### config.mk
export PLATFORM = sky130hd
export DESIGN_NAME = tku_clock_trim
export DESIGN_NICKNAME = d
export VERILOG_FILES = /design/src/rtl/tku_pkg.sv /design/src/rtl/tku_clock_trim.sv
export SDC_FILE = /design/constraint.sdc
export NUM_CORES = 1
export LEC_CHECK = 0
export ABC_AREA = 1
export BUFFER_PORTS_ARGS = -buffer_cell sky130_fd_sc_hd__clkbuf_2
export CORE_MARGIN = 2
export CORE_UTILIZATION = 58
export CTS_BUF_LIST = sky130_fd_sc_hd__clkbuf_8
export CTS_CLUSTER_DIAMETER = 30
export DETAILED_ROUTE_END_ITERATION = 7
export MAX_ROUTING_LAYER = met4
export PLACE_DENSITY = 0.86
export SETUP_SLACK_MARGIN = 0.3
export SYNTH_ARGS = -nofsm -noshare
export SYNTH_HDL_FRONTEND = slang
export SYNTH_SLANG_ARGS = --single-unit
### constraint.sdc
create_clock -name pclk -period 7.73 [get_ports pclk]
set_input_delay 0.3865 -clock pclk [delete_from_list [all_inputs] [get_ports pclk]]
set_output_delay 0.3865 -clock pclk [all_outputs]
set_load 0.01 [all_outputs]
### src/rtl/tku_pkg.sv
package tku_pkg;
    // register byte addresses
    localparam logic [11:0] ADDR_CFG = 12'h000;
    localparam logic [11:0] ADDR_TIME_WIN = 12'h004;
    localparam logic [11:0] ADDR_ALARM_CFG = 12'h008;
    localparam logic [11:0] ADDR_ALARM_WIN = 12'h00c;
    // configuration / trim register fields
    localparam int CFG_TRIM_LSB = 0;
    localparam int CFG_PTR_LSB = 8;
    localparam int CFG_HALF_BIT = 11;
    localparam int CFG_WREN_BIT = 13;
    localparam int CFG_RUN_BIT = 15;
    localparam int ALARM_PTR_LSB = 8;
    // value field positions
    localparam int WEEKDAY_DIGIT_LSB = 8;
    localparam int HOUR_LSB = 0;
    localparam int MIN_LSB = 8;
    localparam int SEC_LSB = 0;
    localparam int MONTH_LSB = 8;
    localparam int DAY_LSB = 0;
    localparam int YEAR_LSB = 0;
    // window pointer codes
    localparam logic [1:0] PTR_MIN_SEC = 2'h0;
    localparam logic [1:0] PTR_WEEKDAY_DIGIT_HOUR = 2'h1;
    localparam logic [1:0] PTR_MONTH_DAY = 2'h2;
    localparam logic [1:0] PTR_YEAR = 2'h3;
    // reset values of control state
    localparam logic [7:0] TRIM_RST = 8'h00;
    localparam logic [1:0] PTR_RST = 2'h0;
    localparam logic WREN_RST = 1'b0;
    localparam logic RUN_RST = 1'b0;
    // bcd wrap points
    localparam logic [6:0] SEC_LAST = 7'h59;
    localparam logic [6:0] MIN_LAST = 7'h59;
    localparam logic [5:0] HOUR_LAST = 6'h23;
    localparam logic [2:0] WEEKDAY_DIGIT_LAST = 3'h6;
    localparam logic [4:0] MONTH_LAST = 5'h12;
    localparam logic [7:0] YEAR_LAST = 8'h99;
    localparam logic [5:0] DAY_FIRST = 6'h01;
    localparam logic [4:0] MONTH_FIRST = 5'h01;
    // timekeeping pulse counts
    localparam int SEC_PULSES = 32768;
    localparam int HALF_PULSES = 16384;
    localparam int TRIM_STEP = 4;
    localparam logic [15:0] SEC_TERM = 16'(SEC_PULSES - 1);
    localparam logic [15:0] HALF_TERM = 16'(HALF_PULSES);
endpackage

### src/rtl/tku_clock_trim.sv
// Functional notes
// weekday is three bits 10-8, values 0-6, same in alarm weekday/hour
// hours are bcd: tens in bits 5-4 (0-2), units in bits 3-0
// minutes are bcd: tens in bits 14-12 (0-5), units in bits 11-8
// seconds are bcd: tens in bits 6-4 (0-5), units in bits 3-0
// alarm month/day: month tens bit 12, units 11-8, day tens 5-4, units 3-0
// unused bits of value registers read zero and ignore writes
// weekday/hour and alarm month/day, weekday/hour writes need write enable
// value fields have no reset value
// signed trim byte times four is added or subtracted once per minute
// positive trim adds pulses, negative trim removes pulses
// each trim step changes the correction by four pulses
// software writes trim only when stopped or just after a second edge
// 32768 timekeeping pulses make one nominal second
// time pointer picks min/sec, weekday_digit/hour, month/day, year; decrements to 00
// alarm pointer picks min/sec, weekday_digit/hour, month/day; decrements to 00
// trim spans +508 to -512 pulses per minute
// half-second flag clears on a write of the minute/second lower half
// fields count in bcd with carries up through weekday and day
// trim applies to the second after the minute boundary, no field skips
//
// The register offsets and the APB register port were chosen for this implementation.
module tku_clock_trim
    import tku_pkg::*;
(
    input wire logic pclk,
    input wire logic presetn,
    input wire logic psel,
    input wire logic penable,
    input wire logic pwrite,
    input wire logic [11:0] paddr,
    input wire logic [31:0] pwdata,
    input wire logic [3:0] pstrb,
    output logic [31:0] prdata,
    output logic pready,
    output logic pslverr,
    input wire logic rtc_clk_in,
    output logic half_second_flag,
    output logic clock_write_enable,
    output logic [7:0] clock_config_trim
);
    import tku_pkg::*;

    typedef struct packed {
        logic [1:0] sync;
        logic clk_prev;
        logic [15:0] pre;
        logic trim_due;
        logic half;
        logic [7:0] trim;
        logic [1:0] tptr;
        logic [1:0] aptr;
        logic wren;
        logic run;
        logic [31:0] rdata;
        logic err;
        logic [6:0] sec;
        logic [6:0] min;
        logic [5:0] hour;
        logic [2:0] weekday_digit;
        logic [5:0] day;
        logic [4:0] month;
        logic [7:0] year;
        logic [6:0] asec;
        logic [6:0] amin;
        logic [5:0] ahour;
        logic [2:0] awday;
        logic [5:0] aday;
        logic [4:0] amonth;
    } tku_state_t;

    tku_state_t r;
    tku_state_t next_r;
    logic tick;
    logic sec_step;
    logic [15:0] limit;
    logic acc;
    logic wr;
    logic mapped;
    logic [15:0] time_rd;
    logic [15:0] alarm_rd;
    logic [31:0] rd_val;

    // one bcd step without wrap
    function automatic logic [7:0] bcd_inc(input logic [7:0] v);
        if (v[3:0] == 4'h9) begin
            return {v[7:4] + 4'h1, 4'h0};
        end
        return {v[7:4], v[3:0] + 4'h1};
    endfunction

    // last day of a bcd month, leap years by bcd year
    function automatic logic [5:0] last_day(input logic [4:0] m, input logic [7:0] y);
        logic leap;
        leap = (!y[4] && (y[3:0] == 4'h0 || y[3:0] == 4'h4 || y[3:0] == 4'h8)) ||
               (y[4] && (y[3:0] == 4'h2 || y[3:0] == 4'h6));
        case (m)
            5'h02: return leap ? 6'h29 : 6'h28;
            5'h04, 5'h06, 5'h09, 5'h11: return 6'h30;
            default: return 6'h31;
        endcase
    endfunction

    // timekeeping pulse edge and trimmed second length
    assign tick = r.sync[1] & ~r.clk_prev;
    assign limit = r.trim_due ? SEC_TERM - 16'($signed(r.trim) * TRIM_STEP) : SEC_TERM;
    assign sec_step = tick & r.run & (r.pre == limit);

    // apb strobes
    assign acc = psel & penable;
    assign wr = acc & pwrite & ~r.err;
    assign pready = 1'b1;
    assign pslverr = acc & r.err;
    assign prdata = r.rdata;
    assign half_second_flag = r.half;
    assign clock_write_enable = r.wren;
    assign clock_config_trim = r.trim;

    // window read values, unused bits zero
    always_comb begin
        time_rd = 16'h0000;
        alarm_rd = 16'h0000;
        case (r.tptr)
            PTR_MIN_SEC: time_rd = (16'(r.min) << MIN_LSB) | (16'(r.sec) << SEC_LSB);
            PTR_WEEKDAY_DIGIT_HOUR: time_rd = (16'(r.weekday_digit) << WEEKDAY_DIGIT_LSB) | (16'(r.hour) << HOUR_LSB);
            PTR_MONTH_DAY: time_rd = (16'(r.month) << MONTH_LSB) | (16'(r.day) << DAY_LSB);
            default: time_rd = 16'(r.year) << YEAR_LSB;
        endcase
        case (r.aptr)
            PTR_MIN_SEC: alarm_rd = (16'(r.amin) << MIN_LSB) | (16'(r.asec) << SEC_LSB);
            PTR_WEEKDAY_DIGIT_HOUR: alarm_rd = (16'(r.awday) << WEEKDAY_DIGIT_LSB) | (16'(r.ahour) << HOUR_LSB);
            PTR_MONTH_DAY: alarm_rd = (16'(r.amonth) << MONTH_LSB) | (16'(r.aday) << DAY_LSB);
            default: alarm_rd = 16'h0000;
        endcase
    end

    // address decode for reads
    always_comb begin
        mapped = 1'b1;
        rd_val = 32'h0000_0000;
        if (paddr == ADDR_CFG) begin
            rd_val = 32'(r.trim) << CFG_TRIM_LSB;
            rd_val[CFG_PTR_LSB +: 2] = r.tptr;
            rd_val[CFG_HALF_BIT] = r.half;
            rd_val[CFG_WREN_BIT] = r.wren;
            rd_val[CFG_RUN_BIT] = r.run;
        end else if (paddr == ADDR_TIME_WIN) begin
            rd_val = 32'(time_rd);
        end else if (paddr == ADDR_ALARM_CFG) begin
            rd_val[ALARM_PTR_LSB +: 2] = r.aptr;
        end else if (paddr == ADDR_ALARM_WIN) begin
            rd_val = 32'(alarm_rd);
        end else begin
            mapped = 1'b0;
        end
    end

    // next state: sync, count, bus writes
    always_comb begin
        next_r = r;
        next_r.sync = {r.sync[0], rtc_clk_in};
        next_r.clk_prev = r.sync[1];
        // setup phase captures read data and decode error
        if (psel && !penable) begin
            next_r.err = ~mapped;
            next_r.rdata = (mapped && !pwrite) ? rd_val : 32'h0000_0000;
        end
        // prescaler and trimmed second
        if (tick && r.run) begin
            next_r.pre = sec_step ? 16'h0000 : r.pre + 16'h0001;
        end
        // bcd carry chain
        if (sec_step) begin
            next_r.trim_due = 1'b0;
            if (r.sec == SEC_LAST) begin
                next_r.sec = 7'h00;
                next_r.trim_due = 1'b1;
                if (r.min == MIN_LAST) begin
                    next_r.min = 7'h00;
                    if (r.hour == HOUR_LAST) begin
                        next_r.hour = 6'h00;
                        next_r.weekday_digit = (r.weekday_digit == WEEKDAY_DIGIT_LAST) ? 3'h0 : r.weekday_digit + 3'h1;
                        if (r.day == last_day(r.month, r.year)) begin
                            next_r.day = DAY_FIRST;
                            if (r.month == MONTH_LAST) begin
                                next_r.month = MONTH_FIRST;
                                next_r.year = (r.year == YEAR_LAST) ? 8'h00 : bcd_inc(r.year);
                            end else begin
                                next_r.month = 5'(bcd_inc(8'(r.month)));
                            end
                        end else begin
                            next_r.day = 6'(bcd_inc(8'(r.day)));
                        end
                    end else begin
                        next_r.hour = 6'(bcd_inc(8'(r.hour)));
                    end
                end else begin
                    next_r.min = 7'(bcd_inc(8'(r.min)));
                end
            end else begin
                next_r.sec = 7'(bcd_inc(8'(r.sec)));
            end
        end
        // configuration writes
        if (wr && paddr == ADDR_CFG) begin
            if (pstrb[0]) begin
                next_r.trim = pwdata[CFG_TRIM_LSB +: 8];
            end
            if (pstrb[1]) begin
                next_r.tptr = pwdata[CFG_PTR_LSB +: 2];
                next_r.wren = pwdata[CFG_WREN_BIT];
                if (r.wren) begin
                    next_r.run = pwdata[CFG_RUN_BIT];
                end
            end
        end
        if (wr && paddr == ADDR_ALARM_CFG && pstrb[1]) begin
            next_r.aptr = pwdata[ALARM_PTR_LSB +: 2];
        end
        // time window writes, software wins over counting
        if (wr && paddr == ADDR_TIME_WIN) begin
            case (r.tptr)
                PTR_MIN_SEC: begin
                    if (pstrb[1]) begin
                        next_r.min = pwdata[MIN_LSB +: 7];
                    end
                    if (pstrb[0]) begin
                        next_r.sec = pwdata[SEC_LSB +: 7];
                        next_r.pre = 16'h0000;
                    end
                end
                PTR_WEEKDAY_DIGIT_HOUR: begin
                    if (r.wren && pstrb[1]) begin
                        next_r.weekday_digit = pwdata[WEEKDAY_DIGIT_LSB +: 3];
                    end
                    if (r.wren && pstrb[0]) begin
                        next_r.hour = pwdata[HOUR_LSB +: 6];
                    end
                end
                PTR_MONTH_DAY: begin
                    if (r.wren && pstrb[1]) begin
                        next_r.month = pwdata[MONTH_LSB +: 5];
                    end
                    if (r.wren && pstrb[0]) begin
                        next_r.day = pwdata[DAY_LSB +: 6];
                    end
                end
                default: begin
                    if (r.wren && pstrb[0]) begin
                        next_r.year = pwdata[YEAR_LSB +: 8];
                    end
                end
            endcase
        end
        // alarm window writes
        if (wr && paddr == ADDR_ALARM_WIN) begin
            case (r.aptr)
                PTR_MIN_SEC: begin
                    if (pstrb[1]) begin
                        next_r.amin = pwdata[MIN_LSB +: 7];
                    end
                    if (pstrb[0]) begin
                        next_r.asec = pwdata[SEC_LSB +: 7];
                    end
                end
                PTR_WEEKDAY_DIGIT_HOUR: begin
                    if (r.wren && pstrb[1]) begin
                        next_r.awday = pwdata[WEEKDAY_DIGIT_LSB +: 3];
                    end
                    if (r.wren && pstrb[0]) begin
                        next_r.ahour = pwdata[HOUR_LSB +: 6];
                    end
                end
                PTR_MONTH_DAY: begin
                    if (r.wren && pstrb[1]) begin
                        next_r.amonth = pwdata[MONTH_LSB +: 5];
                    end
                    if (r.wren && pstrb[0]) begin
                        next_r.aday = pwdata[DAY_LSB +: 6];
                    end
                end
                default: begin
                end
            endcase
        end
        // window pointers step down on upper-half access
        if (acc && !r.err && paddr == ADDR_TIME_WIN && (!pwrite || pstrb[1]) && r.tptr != 2'h0) begin
            next_r.tptr = r.tptr - 2'h1;
        end
        if (acc && !r.err && paddr == ADDR_ALARM_WIN && (!pwrite || pstrb[1]) && r.aptr != 2'h0) begin
            next_r.aptr = r.aptr - 2'h1;
        end
        next_r.half = (next_r.pre >= HALF_TERM);
    end

    // state register, value fields left without reset
    always_ff @(posedge pclk or negedge presetn) begin
        if (!presetn) begin
            r.sync <= 2'b00;
            r.clk_prev <= 1'b0;
            r.pre <= 16'h0000;
            r.trim_due <= 1'b0;
            r.half <= 1'b0;
            r.trim <= TRIM_RST;
            r.tptr <= PTR_RST;
            r.aptr <= PTR_RST;
            r.wren <= WREN_RST;
            r.run <= RUN_RST;
            r.rdata <= 32'h0000_0000;
            r.err <= 1'b0;
        end else begin
            r <= next_r;
        end
    end
endmodule

==> reports/metrics.cfg <==
[grt]
grt_max_degree = 55
grtUsageTotal_pct = 31.3
antenna_found_initial = 0
grt.overflow.total = 0
grt_pass1_vias = 6562
grt_pass1_wl_um = 34600

[sta]
hold_viol_final = 0
finalCritPeriodShare_pct = 37.3
fin_worst_skew_ns = 0.0134
maxSlewViolCount = 0
fmax_mhz = 347
tns_ns = 0
grt_setup_unrepaired = no
whs_ns = 0.0215
max_slew_margin_pct = 22.9
fin_crit_ns = 2.88
setup_violations = 0
worstMarginPinSlew_ns = 1.15

[layout]
finalInstanceArea_mm2 = 0.00887
n_fill_cell = 1208
syn_to_final_growth_pct = 7.15
num_antenna_cells = 0
final_nets = 1186
final_util_pct = 63.6
drive_gt1_share_pct = 11.8

[detailed_routing]
wl_um = 22500
drt_iter0_drc = 1109
route.detailed.drc = 0
drt-pass1-iter-count = 6
ant_nets = 0
vias_per_cell = 5.73
wire_per_inst_um = 17.3
vias = 7483

[hold_path]
hold_path_class = in2reg
hold_depth = 1

[worst_setup_path]
crit_path_frequent_cell = inv_1
crit_arrival_ns = 2.96
crit_type = reg2reg
reg2reg_depth = 6
crit_family = simple AND/OR/NAND/NOR gates
cp_num_cells = 6
crit_buf_inv = 3
worst-endpoint-required_ns = 7.81
slowest_stage = nor3_1
path_cells = inv_1 > ha_1 > inv_1 > nor2_1 > inv_1 > nor3_1
crit_fanout = 12
worst_setup_path_start_kind = flip-flop
endpoint_kind = flip-flop
max_stage_delay_ns = 0.89

[floorplan]
dieArea_mm2 = 0.0152
die_h_um = 123
fp.coreArea_mm2 = 0.0139
start_util_pct = 59.4
rows = 43
die_w_um = 123
io_pins = 98

[yosys]
synth-seq-cells = 128
synth_cell_types = 54
synth_compound_area_share_pct = 11.2
synth-simple-area-share_pct = 29.4
yosys.area_share.adder_pct = 2.72
synth.area.mux_share_pct = 0.136
synth_ff_type = edfxtp_1
syn_avg_cell_area_um2 = 7.74
seq_area_frac_synth_pct = 43.3
syn_inst = 1070
synth_top_family_by_area = simple AND/OR/NAND/NOR gates
synth-edff-count = 76
syn-cell-area_mm2 = 0.00828
ys_warn_count = 0
synth_xor_area_share_pct = 1.80
synth-async-reset-ratio_pct = 40.6

[clock_tree]
clkSlewWorstSetupHoldPaths_ns = 0.08
htree_levels = 4
cts_resized = 0
cts_tree = yes
clockBufferDepth = 2
postCtsSetupBuffers = 0
clk_root_buffer_cell = clkbuf_8
clkLatencyLatePin_ns = 0.47
holdBufCountCts = 1
clock_sinks = 128
cts_inserted_buffers = 17

[run_status]
outcome = finished, final reports clean

[power_and_ir_drop]
p_leak_nw = 4.07
total_power_mw = 1.40
p_per_area_mw_per_mm2 = 157
peakVddDrop_mv = 0.0939

[placed_design]
post_dp_cell_area_mm2 = 0.00850
numPortBuffers = 62
hpwl_um = 17100
gp_congestion = 0.977

[run]
drv_cap = 0

## cell usage after synthesis, types with 3 or more instances
master | count | share of area [%]
o22ai_1 | 16 | 1.2
inv_2 | 6 | 0.27
clkbuf_1 | 10 | 0.45
nand2_1 | 270 | 12
o211ai_1 | 4 | 0.36
buf_4 | 41 | 3.7
ha_1 | 18 | 2.7
xor2_1 | 15 | 1.6
a21oi_1 | 25 | 1.5
nor3_1 | 17 | 1.0
nor3_2 | 3 | 0.36
a211oi_1 | 4 | 0.36
nand4_1 | 19 | 1.4
inv_1 | 137 | 6.2
nor2_1 | 88 | 4.0
nor2_2 | 6 | 0.45
nand2_2 | 4 | 0.30
o21ai_0 | 81 | 4.9
dfrtp_1 | 52 | 16
nor2_4 | 5 | 0.68
edfxtp_1 | 76 | 28
nor4_1 | 4 | 0.30
clkinv_1 | 3 | 0.14
o221ai_1 | 3 | 0.32
o21ai_1 | 10 | 0.60
nand3b_1 | 4 | 0.36
or2_2 | 3 | 0.23
a22oi_1 | 7 | 0.63
nand3_1 | 104 | 6.3
## placed cells by master, fill, tap and decap left out, types with 10 or more instances in the layout
cell type	instances
clkbuf_2	61
nor3_1	17
ha_1	18
conb_1	17
o21ai_0	81
xor2_1	15
inv_1	138
edfxtp_1	76
nand4_1	19
o22ai_1	16
clkbuf_8	18
nor2_1	88
nand3_1	104
a21oi_1	25
nand2_1	270
dfrtp_1	52
o21ai_1	10
## flip-flops by register name, indices dropped and copies added (netlist names)
| signal | flops |
|---|---|
| prdata | 16 |
| half_second_flag | 1 |
| clock_config_trim | 8 |
| r | 100 |
| next_r | 2 |
| clock_write_enable | 1 |
## layout make-up
type,instances,area (um2),share of cell area (%)
inverter,146,548,6.18
multi-input combinational,754,3800,42.9
timing repair buffer,67,353,3.98
clock inverter,14,106,1.20
clock buffer,18,248,2.79
sequential,128,3580,40.4
tap,180,225,2.54
## kinds of logic (layout without fill, tap and decap cells)
family                     after synthesis  count (layout)
AOI/OAI and AO/OA                      163             163
other                                    2              17
adders and majority gates               18              18
and+or+nand+nor                        538             538
xor gates and xnor gates                17              17
muxes                                    1               1
DFF                                    128             128
buffers and inverters                  203             245
## where the power goes
group          switching, mW  leakage [nW]  internal (mW)
sequential            0.0170          1.42          0.741
clock                  0.301         0.188          0.235
combinational         0.0712          2.46         0.0306
## stage by stage
stage	cells	setup slack, ns
4_1_cts	1307	4.87
2_1_floorplan	1085	5.19
6_report	1307	4.85
5_1_grt	1307	4.65
3_3_place_gp	1274	4.90
3_5_place_dp	1274	4.91
## worst paths after layout
| path | start | endpoint | slack [ns] |
|---|---|---|---|
| max reg2reg | r[111] | r[25] | 4.85 |
| min in group asynchronous | presetn | r[132] | 0.44 |
| min | rtc_clk_in | next_r[143] | 0.02 |
| max | r[111] | r[25] | 4.85 |
| min reg2reg | next_r[143] | next_r[141] | 0.35 |
| max in group asynchronous | presetn | r[136] | 6.16 |
## metal layers
layer	up-vias	wire length, um	global-route usage, %
met1	3402	9510	41.8
met2	390	9940	45.5
met4	0	1140	16.3
li1	3612	-	-
met3	79	1960	5.54
met5	-	0	-
Power figures use the tool's default switching activity.
